**src/shared/l2_fwd_map.svh**
```systemverilog
// register offsets, field positions, reset values and codes
`ifndef L2_FWD_MAP_SVH
`define L2_FWD_MAP_SVH
`define FWD_CFG_OFS 8'h00
`define LRN_CFG_OFS 8'h04
`define AUTO_LEARN_OFS 8'h08
`define PORT_SECURE_OFS 8'h0C
`define LOCKED_SECURE_OFS 8'h10
`define LEARN_COPY_OFS 8'h14
`define MOVE_LOG_OFS 8'h18
`define LEARNED_CFG_OFS 8'h1C
`define SERVICE_BASE_OFS 8'h20
`define FWD_MIRROR_BIT 0
`define FWD_HCOPY_BIT 1
`define FWD_HQ_LSB 2
`define FWD_VIGN_BIT 5
`define FWD_MODE_BIT 6
`define LRN_HQ_LSB 0
`define LRN_LMOVE_DET_BIT 3
`define LRN_LMOVE_COPY_BIT 4
`define LRN_LAGE_BIT 5
`define LRN_SKIP_MC_BIT 6
`define SVC_EN_BIT 0
`define SVC_KIND_LSB 1
`define SVC_ADDR_LSB 3
`define FWD_CFG_RST 7'h00
`define LRN_CFG_RST 7'h00
`define LEARNED_CFG_RST 9'h000
`define KIND_LOGICAL 2'h0
`define KIND_GLAG 2'h1
`define KIND_MC_INDEX 2'h3
`endif

```
**src/shared/l2_fwd_pkg.sv**
```systemverilog
// types carried between the frame pipeline, mac table and this block
package l2_fwd_pkg;
  typedef struct packed {
    logic valid;
    logic [4:0] ingress_port;
    logic [4:0] unit_identifier;
    logic aggregated;
    logic [4:0] global_aggregation_group;
    logic [4:0] service_index;
    logic [12:0] ingress_filter_id;
    logic [47:0] smac;
    logic vlan_secure_forward_enable;
    logic [13:0] flood_group;
  } frame_t;
  typedef struct packed {
    logic hit;
    logic [1:0] kind;
    logic [11:0] addr;
    logic entry_vlan_ignore;
  } dst_result_t;
  typedef struct packed {
    logic hit;
    logic [1:0] kind;
    logic [11:0] addr;
    logic locked;
  } src_result_t;
  typedef struct packed {
    logic valid;
    logic flood;
    logic [13:0] port_group_index;
    logic mirror;
    logic flood_host_copy;
    logic [2:0] flood_host_queue;
    logic skip_mask;
    logic mask_select;
    logic forward_drop;
    logic learn_host_copy;
    logic [2:0] learn_host_queue;
    logic age_clear;
  } decision_t;
  typedef struct packed {
    logic write;
    logic update_only;
    logic entry_valid;
    logic [47:0] mac;
    logic [12:0] fid;
    logic [1:0] kind;
    logic [11:0] addr;
    logic learned_host_copy;
    logic [2:0] learned_host_queue;
    logic learned_source_drop;
    logic learned_vlan_ignore;
    logic learned_mirror;
    logic [1:0] age_interval;
  } learn_entry_t;
endpackage : l2_fwd_pkg

```
**src/verilog/l2_forward_source_learn.sv**
```systemverilog
// layer-2 forwarding decision, source check and automatic learning
//
// Local design decisions: the AHB-Lite register port and the register addresses.
`timescale 1ns/1ns
`include "l2_fwd_map.svh"
module l2_forward_source_learn #(
  parameter int PORTS = 11,
  parameter int SERVICES = 4
) (
  input wire logic hclk,
  input wire logic hresetn,
  input wire logic hsel,
  input wire logic [31:0] haddr,
  input wire logic [1:0] htrans,
  input wire logic hwrite,
  input wire logic [2:0] hsize,
  input wire logic [31:0] hwdata,
  input wire logic hready,
  output logic hreadyout,
  output logic hresp,
  output logic [31:0] hrdata,
  input wire l2_fwd_pkg::frame_t frame,
  input wire l2_fwd_pkg::dst_result_t dst,
  input wire l2_fwd_pkg::src_result_t src,
  output l2_fwd_pkg::decision_t decision,
  output l2_fwd_pkg::learn_entry_t learn
);
  if (PORTS < 1 || PORTS > 32 || SERVICES < 1 || SERVICES > 28) begin : g_chk
    $error("unsupported PORTS or SERVICES");
  end

  typedef struct packed {
    logic act;
    logic wr;
    logic [7:0] addr;
    logic [6:0] fwd_cfg;
    logic [6:0] lrn_cfg;
    logic [31:0] auto_learn_cfg;
    logic [31:0] port_secure_forward_cfg;
    logic [31:0] locked_secure_forward_cfg;
    logic [31:0] learn_copy_cfg;
    logic [31:0] move_log_a;
    logic [8:0] learned_cfg;
    logic [SERVICES-1:0][14:0] service_cfg;
    l2_fwd_pkg::decision_t dec;
    l2_fwd_pkg::learn_entry_t lrn;
  } state_t;

  state_t s;
  state_t next_s;

  logic [31:0] port_bit;
  logic [31:0] port_mask;
  logic svc_en;
  logic [1:0] rx_kind;
  logic [11:0] rx_addr;
  logic unknown;
  logic differs;
  logic mc_skip;
  logic move_unlocked;
  logic move_locked;
  logic sec_drop;
  logic locked_drop;
  logic learn_now;
  logic flood;
  logic [4:0] svc_sel;

  assign port_mask = (PORTS == 32) ? 32'hFFFFFFFF :
                     ((32'h00000001 << PORTS) - 32'h00000001);
  assign port_bit = 32'h00000001 << frame.ingress_port;
  assign svc_sel = frame.service_index;

  // received address: service, glag or logical port
  always_comb begin
    svc_en = 1'b0;
    rx_kind = `KIND_LOGICAL;
    rx_addr = {2'h0, frame.unit_identifier, frame.ingress_port};
    if (frame.aggregated) begin
      rx_kind = `KIND_GLAG;
      rx_addr = {7'h00, frame.global_aggregation_group};
    end
    if (int'(svc_sel) < SERVICES) begin
      svc_en = s.service_cfg[svc_sel][`SVC_EN_BIT];
    end
    if (svc_en) begin
      rx_kind = s.service_cfg[svc_sel][`SVC_KIND_LSB +: 2];
      rx_addr = s.service_cfg[svc_sel][`SVC_ADDR_LSB +: 12];
    end
  end

  // source check
  assign unknown = !src.hit;
  assign differs = (src.kind != rx_kind) || (src.addr != rx_addr);
  assign mc_skip = (src.kind == `KIND_MC_INDEX) &&
                   s.lrn_cfg[`LRN_SKIP_MC_BIT];
  assign move_unlocked = src.hit && !src.locked && differs &&
                         !mc_skip;
  assign move_locked = src.hit && src.locked && differs && !mc_skip &&
                       s.lrn_cfg[`LRN_LMOVE_DET_BIT];
  assign sec_drop = (unknown || move_unlocked) &&
                    (frame.vlan_secure_forward_enable ||
                     |(s.port_secure_forward_cfg & port_bit));
  assign locked_drop = move_locked &&
                       |(s.locked_secure_forward_cfg & port_bit);
  assign learn_now = (unknown || move_unlocked) &&
                     |(s.auto_learn_cfg & port_bit);
  assign flood = !dst.hit && !(frame.vlan_secure_forward_enable &&
                               unknown);

  always_comb begin
    next_s = s;
    // bus address phase
    next_s.act = hsel && htrans[1] && hready;
    next_s.wr = hwrite;
    next_s.addr = haddr[7:0];
    // frame decision, one cycle after the frame
    next_s.dec = '0;
    next_s.lrn = '0;
    if (frame.valid) begin
      next_s.dec.valid = 1'b1;
      next_s.dec.flood = flood;
      next_s.dec.port_group_index = dst.hit ? {dst.kind, dst.addr}
                                            : frame.flood_group;
      next_s.dec.mirror = flood && s.fwd_cfg[`FWD_MIRROR_BIT];
      next_s.dec.flood_host_copy = flood && s.fwd_cfg[`FWD_HCOPY_BIT];
      next_s.dec.flood_host_queue = s.fwd_cfg[`FWD_HQ_LSB +: 3];
      next_s.dec.skip_mask = (dst.hit && dst.entry_vlan_ignore) ||
                             (flood && s.fwd_cfg[`FWD_VIGN_BIT]);
      next_s.dec.mask_select = s.fwd_cfg[`FWD_MODE_BIT];
      next_s.dec.forward_drop = sec_drop || locked_drop;
      next_s.dec.learn_host_copy =
        ((unknown || move_unlocked) && |(s.learn_copy_cfg & port_bit)) ||
        (move_locked && s.lrn_cfg[`LRN_LMOVE_COPY_BIT]);
      next_s.dec.learn_host_queue = s.lrn_cfg[`LRN_HQ_LSB +: 3];
      next_s.dec.age_clear = src.hit &&
        (!src.locked || s.lrn_cfg[`LRN_LAGE_BIT]);
      if (learn_now) begin
        next_s.lrn.write = 1'b1;
        next_s.lrn.update_only = move_unlocked;
        next_s.lrn.entry_valid = 1'b1;
        next_s.lrn.mac = frame.smac;
        next_s.lrn.fid = frame.ingress_filter_id;
        next_s.lrn.kind = rx_kind;
        next_s.lrn.addr = rx_addr;
        next_s.lrn.learned_host_copy = s.learned_cfg[0];
        next_s.lrn.learned_host_queue = s.learned_cfg[3:1];
        next_s.lrn.learned_source_drop = s.learned_cfg[4];
        next_s.lrn.learned_vlan_ignore = s.learned_cfg[5];
        next_s.lrn.learned_mirror = s.learned_cfg[6];
        next_s.lrn.age_interval = s.learned_cfg[8:7];
      end
    end
    // bus data phase write
    if (s.act && s.wr) begin
      if (s.addr == `FWD_CFG_OFS) begin
        next_s.fwd_cfg = hwdata[6:0];
      end else if (s.addr == `LRN_CFG_OFS) begin
        next_s.lrn_cfg = hwdata[6:0];
      end else if (s.addr == `AUTO_LEARN_OFS) begin
        next_s.auto_learn_cfg = hwdata & port_mask;
      end else if (s.addr == `PORT_SECURE_OFS) begin
        next_s.port_secure_forward_cfg = hwdata & port_mask;
      end else if (s.addr == `LOCKED_SECURE_OFS) begin
        next_s.locked_secure_forward_cfg = hwdata & port_mask;
      end else if (s.addr == `LEARN_COPY_OFS) begin
        next_s.learn_copy_cfg = hwdata & port_mask;
      end else if (s.addr == `MOVE_LOG_OFS) begin
        next_s.move_log_a = s.move_log_a & ~hwdata;
      end else if (s.addr == `LEARNED_CFG_OFS) begin
        next_s.learned_cfg = hwdata[8:0];
      end else begin
        for (int i = 0; i < SERVICES; i++) begin
          if (s.addr == 8'(`SERVICE_BASE_OFS + 4 * i)) begin
            next_s.service_cfg[i] = hwdata[14:0];
          end
        end
      end
    end
    // a learned move in the same cycle as a clear still sets its bit
    if (frame.valid && learn_now && move_unlocked) begin
      next_s.move_log_a = next_s.move_log_a |
                          (port_bit & port_mask);
    end
  end

  always_ff @(posedge hclk or negedge hresetn) begin
    if (!hresetn) begin
      s <= '0;
      s.fwd_cfg <= `FWD_CFG_RST;
      s.lrn_cfg <= `LRN_CFG_RST;
      s.learned_cfg <= `LEARNED_CFG_RST;
    end else begin
      s <= next_s;
    end
  end

  // read mux on the latched data-phase address
  always_comb begin
    hrdata = 32'h00000000;
    if (s.act && !s.wr) begin
      if (s.addr == `FWD_CFG_OFS) begin
        hrdata = {25'h0000000, s.fwd_cfg};
      end else if (s.addr == `LRN_CFG_OFS) begin
        hrdata = {25'h0000000, s.lrn_cfg};
      end else if (s.addr == `AUTO_LEARN_OFS) begin
        hrdata = s.auto_learn_cfg;
      end else if (s.addr == `PORT_SECURE_OFS) begin
        hrdata = s.port_secure_forward_cfg;
      end else if (s.addr == `LOCKED_SECURE_OFS) begin
        hrdata = s.locked_secure_forward_cfg;
      end else if (s.addr == `LEARN_COPY_OFS) begin
        hrdata = s.learn_copy_cfg;
      end else if (s.addr == `MOVE_LOG_OFS) begin
        hrdata = s.move_log_a;
      end else if (s.addr == `LEARNED_CFG_OFS) begin
        hrdata = {23'h000000, s.learned_cfg};
      end else begin
        for (int i = 0; i < SERVICES; i++) begin
          if (s.addr == 8'(`SERVICE_BASE_OFS + 4 * i)) begin
            hrdata = {17'h00000, s.service_cfg[i]};
          end
        end
      end
    end
  end

  assign hreadyout = 1'b1;
  assign hresp = 1'b0;
  assign decision = s.dec;
  assign learn = s.lrn;
endmodule : l2_forward_source_learn

```
**config.mk**
```make
export PLATFORM = sky130hd
export DESIGN_NAME = l2_forward_source_learn
export DESIGN_NICKNAME = d
export VERILOG_FILES = /design/src/shared/l2_fwd_pkg.sv /design/src/verilog/l2_forward_source_learn.sv
export VERILOG_INCLUDE_DIRS = /design/src /design/src/shared
export SDC_FILE = /design/constraint.sdc
export NUM_CORES = 1
export LEC_CHECK = 0
export ABC_AREA = 0
export BUFFER_PORTS_ARGS = -buffer_cell sky130_fd_sc_hd__clkbuf_2
export CORE_MARGIN = 2
export CORE_UTILIZATION = 54
export DETAILED_ROUTE_END_ITERATION = 8
export PLACE_DENSITY = 0.81
export SETUP_SLACK_MARGIN = 0.15
export SLEW_MARGIN = 5
export SYNTH_ARGS = -nofsm -noshare
export SYNTH_HDL_FRONTEND = slang
export SYNTH_SLANG_ARGS = --single-unit
```
**constraint.sdc**
```tcl
create_clock -name hclk -period 3.21 [get_ports hclk]
set_input_delay 0 -clock hclk [delete_from_list [all_inputs] [get_ports hclk]]
set_output_delay 0 -clock hclk [all_outputs]
set_load 0.05 [all_outputs]
```
### Yosys cells after proc, flatten, opt, wreduce, memory -nomap -nowiden

Cells that the tools add are included.

* word-level logic and storage cells: 166
* input bits: 204
* ROM bits: 0
* output and inout bits: 150
* register bits after elaboration: 285
* memory bits (writable): 0
* memories: 0
* bits in latches: 0

* reductions and logical operators: 55
* bitwise operators: 15
* $mul: 0
* div/mod/pow operators: 0
* add/subtract/negate cells: 0
* equality and inequality tests: 14
* $lt $le $gt $ge: 2
* mux-type cells: 39
* shift operators: 1

Operator list (count)
* $mux 101: 7
* $mux 32: 14
* $and 11x32->32: 4
* $reduce_or 32->1: 4
* $mux 116: 1
* $mux 15: 6
* $mux 87: 1
* $mux 69: 1
* $mux 60: 1
* $reduce_and 10->1: 4
* $and 32x32->32: 1
* $eq 8x5->1 const B: 4
* $eq 8x6->1 const B: 4
* $not 32->32: 1
* $or 32x11->32: 1
* $shl 1x5->32 const A: 1
* $bmux 15 s2: 1
* $logic_and 1x1->1: 26
* $eq 8x4->1 const B: 2
* $mux 14: 1
* $mux 12: 1
* $ne 12x12->1: 1
* $lt 5x3->1 const B: 2
* $mux 10: 1
* 17 further kinds: 36

### Longest topological paths before layout

* depth after elaboration: 14
* mapped depth: 11
* depth with buffers taken out: 7

### Worst setup path before layout

Ideal clock, no wire load.

* kind: flip-flop to output port
* from: register s[363] (netlist name)
* to: output hrdata[8]
* data required time: 3210 ps
* stages on the path, launching flop included: 8
* slack: 174 ps
* arrival: 3036 ps
* cell sequence: dfrtp_1 -> or4b_1 -> nor3_1 -> clkbuf_1 -> nand2_1 -> o21ai_0 -> a221oi_1 -> a21boi_0

* cells in the longest elaborated chain, start to end: 14

RTL lines
* start, declared: line l2_forward_source_learn.sv:49 `state_t s;`
* start signal, assigned: line l2_forward_source_learn.sv:193 `s <= next_s;`
* $eq 8x6->1: line l2_forward_source_learn.sv:219 `` if (s.addr == 8'(`SERVICE_BASE_OFS + 4 * i)) begin ``
* $mux 15: line l2_forward_source_learn.sv:219
* $mux 32 (3 in series): line l2_forward_source_learn.sv:219
* $mux 32: line l2_forward_source_learn.sv:215 `` end else if (s.addr == `LEARNED_CFG_OFS) begin ``
* $mux 32: line l2_forward_source_learn.sv:213 `` end else if (s.addr == `MOVE_LOG_OFS) begin ``
* $mux 32: line l2_forward_source_learn.sv:211 `` end else if (s.addr == `LEARN_COPY_OFS) begin ``
* $mux 32: line l2_forward_source_learn.sv:209 `` end else if (s.addr == `LOCKED_SECURE_OFS) begin ``
* $mux 32: line l2_forward_source_learn.sv:207 `` end else if (s.addr == `PORT_SECURE_OFS) begin ``
* $mux 32: line l2_forward_source_learn.sv:205 `` end else if (s.addr == `AUTO_LEARN_OFS) begin ``
* $mux 32: line l2_forward_source_learn.sv:203 `` end else if (s.addr == `LRN_CFG_OFS) begin ``
* $mux 32 (*): line l2_forward_source_learn.sv:201 `` if (s.addr == `FWD_CFG_OFS) begin ``
* $mux 32 (*): line l2_forward_source_learn.sv:200 `if (s.act && !s.wr) begin`
* end, declared: line l2_forward_source_learn.sv:21 `output logic [31:0] hrdata,`

Mark *: on every way between the ends. The rest lies on a longest branch, timed or not.

### Worst setup path after layout

* from: register s[363] (netlist name)
* to: output hrdata[4]

Same word-level chain as after synthesis.

==> impl_metrics.py <==
metrics = {
    "cts": {
        "clk-insertion-delay-late_ns": 0.55,
        "clkSlewWorstSetupHoldPaths_ns": 0.06,
        "cts_buffer_depth": 3,
        "clockRootBuffer": "clkbuf_16",
        "clkSinkCount": 284,
        "clock_tree_from_tritoncts": "done",
        "cts-buffers-inserted": 29,
        "htree_num_levels": 1,
    },
    "floorplan": {
        "io_pins": 354,
        "floorplan.core_area_mm2": 0.0251,
        "die_ar_mm2": 0.0268,
        "rows": 58,
        "die_y_um": 164,
        "die_w_um": 164,
        "starting_density_of_the_core_pct": 54.8,
    },
    "worst_setup_path": {
        "worstPathArrival_ns": 3.21,
        "worstPathRequired_ns": 3.21,
        "start_kind": "flip-flop",
        "worstSetupEndpointType": "output port",
        "crit_type": "reg2out",
        "path_max_fanout": 14,
    },
    "finish": {
        "finalCoreUtilization_pct": 71.3,
        "post_route_cells_drive_above_1_share_pct": 42.4,
        "layout.nets": 1727,
        "antennaDiodeCount": 0,
        "layout_commonest_cell": "clkbuf_2",
        "layout_common_cells": "clkbuf_2 (312), dfrtp_1 (284), dlygate4sd3_1 (158), mux2_2 (129), nand2_1 (67)",
        "multiInputGateArea_mm2": 0.00558,
        "area_delta_synth_final_pct": 30.2,
        "area.sequential_mm2": 0.00711,
        "filler_cell_count": 1683,
    },
    "global_route": {
        "grt_first_pass_wirelength_mm": 64.9,
        "gr-usage-all-layers_pct": 31.7,
        "largest_net_degree_at_the_start_of_global_routing": 107,
        "grt.met3_usage_pct": 5.76,
        "global_route.overflow_total": 0,
        "groute.layer.met2.usage_pct": 52.3,
        "vias_in_the_first_global_route": 11300,
        "global_route.peak_usage_layer": "met2",
        "antenna_found_initial": 0,
        "met1_usage_pct": 39.8,
    },
    "synthesis": {
        "synth_register_bits": 284,
        "synth-edff-count": 0,
        "ys_async_sr_fraction_pct": 100,
        "synth_cells": 1139,
        "syn-cell-area_mm2": 0.0137,
        "primary_flip_flop_cell_chosen_by_synthesis_mapping": "dfrtp_1",
        "ys_seq_area_share_pct": 51.7,
        "synthesis.yosys.warnings": 0,
        "post_synthesis_cell_type_count": 70,
        "syn-mean-instance-area_um2": 12.1,
        "postSynthNetCount": 1343,
    },
    "sta": {
        "max_slew_margin_pct": 39.4,
        "final.period_utilization_pct": 99.9,
        "worstMarginPinSlew_ns": 0.909,
        "finalSetupViolCount": 0,
        "finalCriticalPeriod_ns": 3.21,
        "report.final.hold_viol_count": 0,
        "fin_ws_ns": 0.00367,
        "clock-skew-final_ns": 0.00879,
        "rsz_0062_raised_after_global_routing": "yes",
        "fmax_mhz": 312,
        "timing.final.max_slew_violations": 0,
        "finalSetupTns_ns": 0,
    },
    "detailed_routing": {
        "post_detailed_route_drc_marker_count": 0,
        "postRouteAntennaNets": 0,
        "first_pass_iters": 5,
        "routed_via_density": 5.95,
        "route.final.wire_length_mm": 43.3,
        "dr_total_vias": 11100,
        "avgRoutedWirePerCell_um": 23.1,
        "dr.first_iter.drc_count": 1160,
    },
    "power_and_ir_drop": {
        "ir_worst_vdd_uv": 350,
        "final_total_power_mw": 8.32,
        "static-leakage-power_nw": 8.34,
        "pwr_density_cell_mw_per_mm2": 465,
    },
    "run_status": {
        "run_status": "completed",
    },
    "place": {
        "post-place-ws_ns": 0.220,
        "io_buffers": 323,
        "dp_hpwl_mm": 27.7,
        "rd_place_congestion": 1.02,
    },
    "min_path": {
        "hold_class": "in2reg",
    },
    "flow_run": {
        "maxCapViolations": 0,
    },
}
cells in the mapped netlist, drive strengths merged, types with 7 or more instances:
library cell  number  area (um2)
a31oi             10        62.6
o21a               7        52.6
o31ai             10         110
nand3             20         100
a221oi            13         155
o21ai             29         153
a21oi             22         110
nor3              11        65.1
nand2             67         251
dfrtp            284        7110
nor4b              7        88.8
and3               9        56.3
buf              136        1030
clkbuf            43         161
mux2             129        1450
mux4              16         360
a22oi             21         158
mux2i             23         230
and2             104         756
a21boi            26         195
o221ai             9        78.8
nor3b             12         100
nor2              23        86.3
nor2b             24         150
state kept, by name, indices dropped and copies added (netlist names):
register  flops
s           169
learn        86
decision     29
through the flow:
step / hold WS, ns / std cells / area [um2]
after floorplan: -0.296 / 1139 / 13700
after global placement: 0.0943 / 1659 / 15200
after detailed placement: 0.111 / 1659 / 15200
after CTS: 0.000243 / 1871 / 17800
after global routing: 0.0589 / 1873 / 17900
final: 0.0377 / 1873 / 17900
per-layer routing:
| metal | wire length (um) | vias up |
|---|---|---|
| li1 | - | 4713 |
| met1 | 16200 | 5567 |
| met2 | 20900 | 685 |
| met3 | 3680 | 182 |
| met4 | 2540 | 0 |
| met5 | 0 | - |
logic make-up after synthesis:
family,count (synthesis),synth area share (%)
and+or+nand+nor,306,13.7
DFF,284,51.7
AOI/OAI and AO/OA,190,10.6
buffers and inverters,184,8.84
muxes,168,14.9
xor gates and xnor gates,5,0.319
other,2,0.0546
path summary, 6_finish.rpt:
path / startpoint / endpoint / slack (ns) / cells after the start
max: s[363]$_DFF_PN0_ / hrdata[4] / 0.004 / 10
min: hwdata[1] / s[186]$_DFF_PN0_ / 0.04 / 4
max reg2reg: s[161]$_DFFE_PN0P_ / learn[27]$_DFF_PN0_ / 0.26 / 9
min reg2reg: s[187]$_DFF_PN0_ / s[187]$_DFF_PN0_ / 0.49 / 2
max in group asynchronous: hresetn / s[222]$_DFFE_PN0P_ / 2.18 / 3
min in group asynchronous: hresetn / decision[27]$_DFF_PN0_ / 0.09 / 2
report_power, final:
part           internal, mW  switching (mW)
Sequential             3.72           0.105
Clock                  2.03            1.39
Combinational         0.469           0.615
critical path, stage by stage, from the launching register on:
cell      delay, ns
dfrtp_1        0.43
or4b_4         0.64
nor3_4         0.21
buf_12         0.18
a221oi_1       0.08
nand2_1        0.11
o21ai_0        0.12
a22o_1         0.27
a211oi_1       0.29
buf_4          0.19
buf_12         0.13
cell type report:
class                   count  share of cell area (%)
clock inverters            12                   0.790
inverters                   5                   0.105
clock buffers              39                    4.60
repair buffers            532                    21.3
flip-flops and latches    284                    39.7
well taps                 330                    2.31
multi-input cells         671                    31.2
repair_timing:
| item | 4_1_cts | 5_1_grt |
|---|---|---|
| hold buffers | 158 | 0 |
| pin swaps | 0 | 2 |
| cloned | 0 | 1 |
| hold endpoints to repair | 294 | 0 |
| buffers inserted | 3 | 1 |
| gates resized for setup | 20 | 12 |
| setup endpoints to repair | 29 | 102 |
Note: power is estimated with default switching activity, not from simulation.
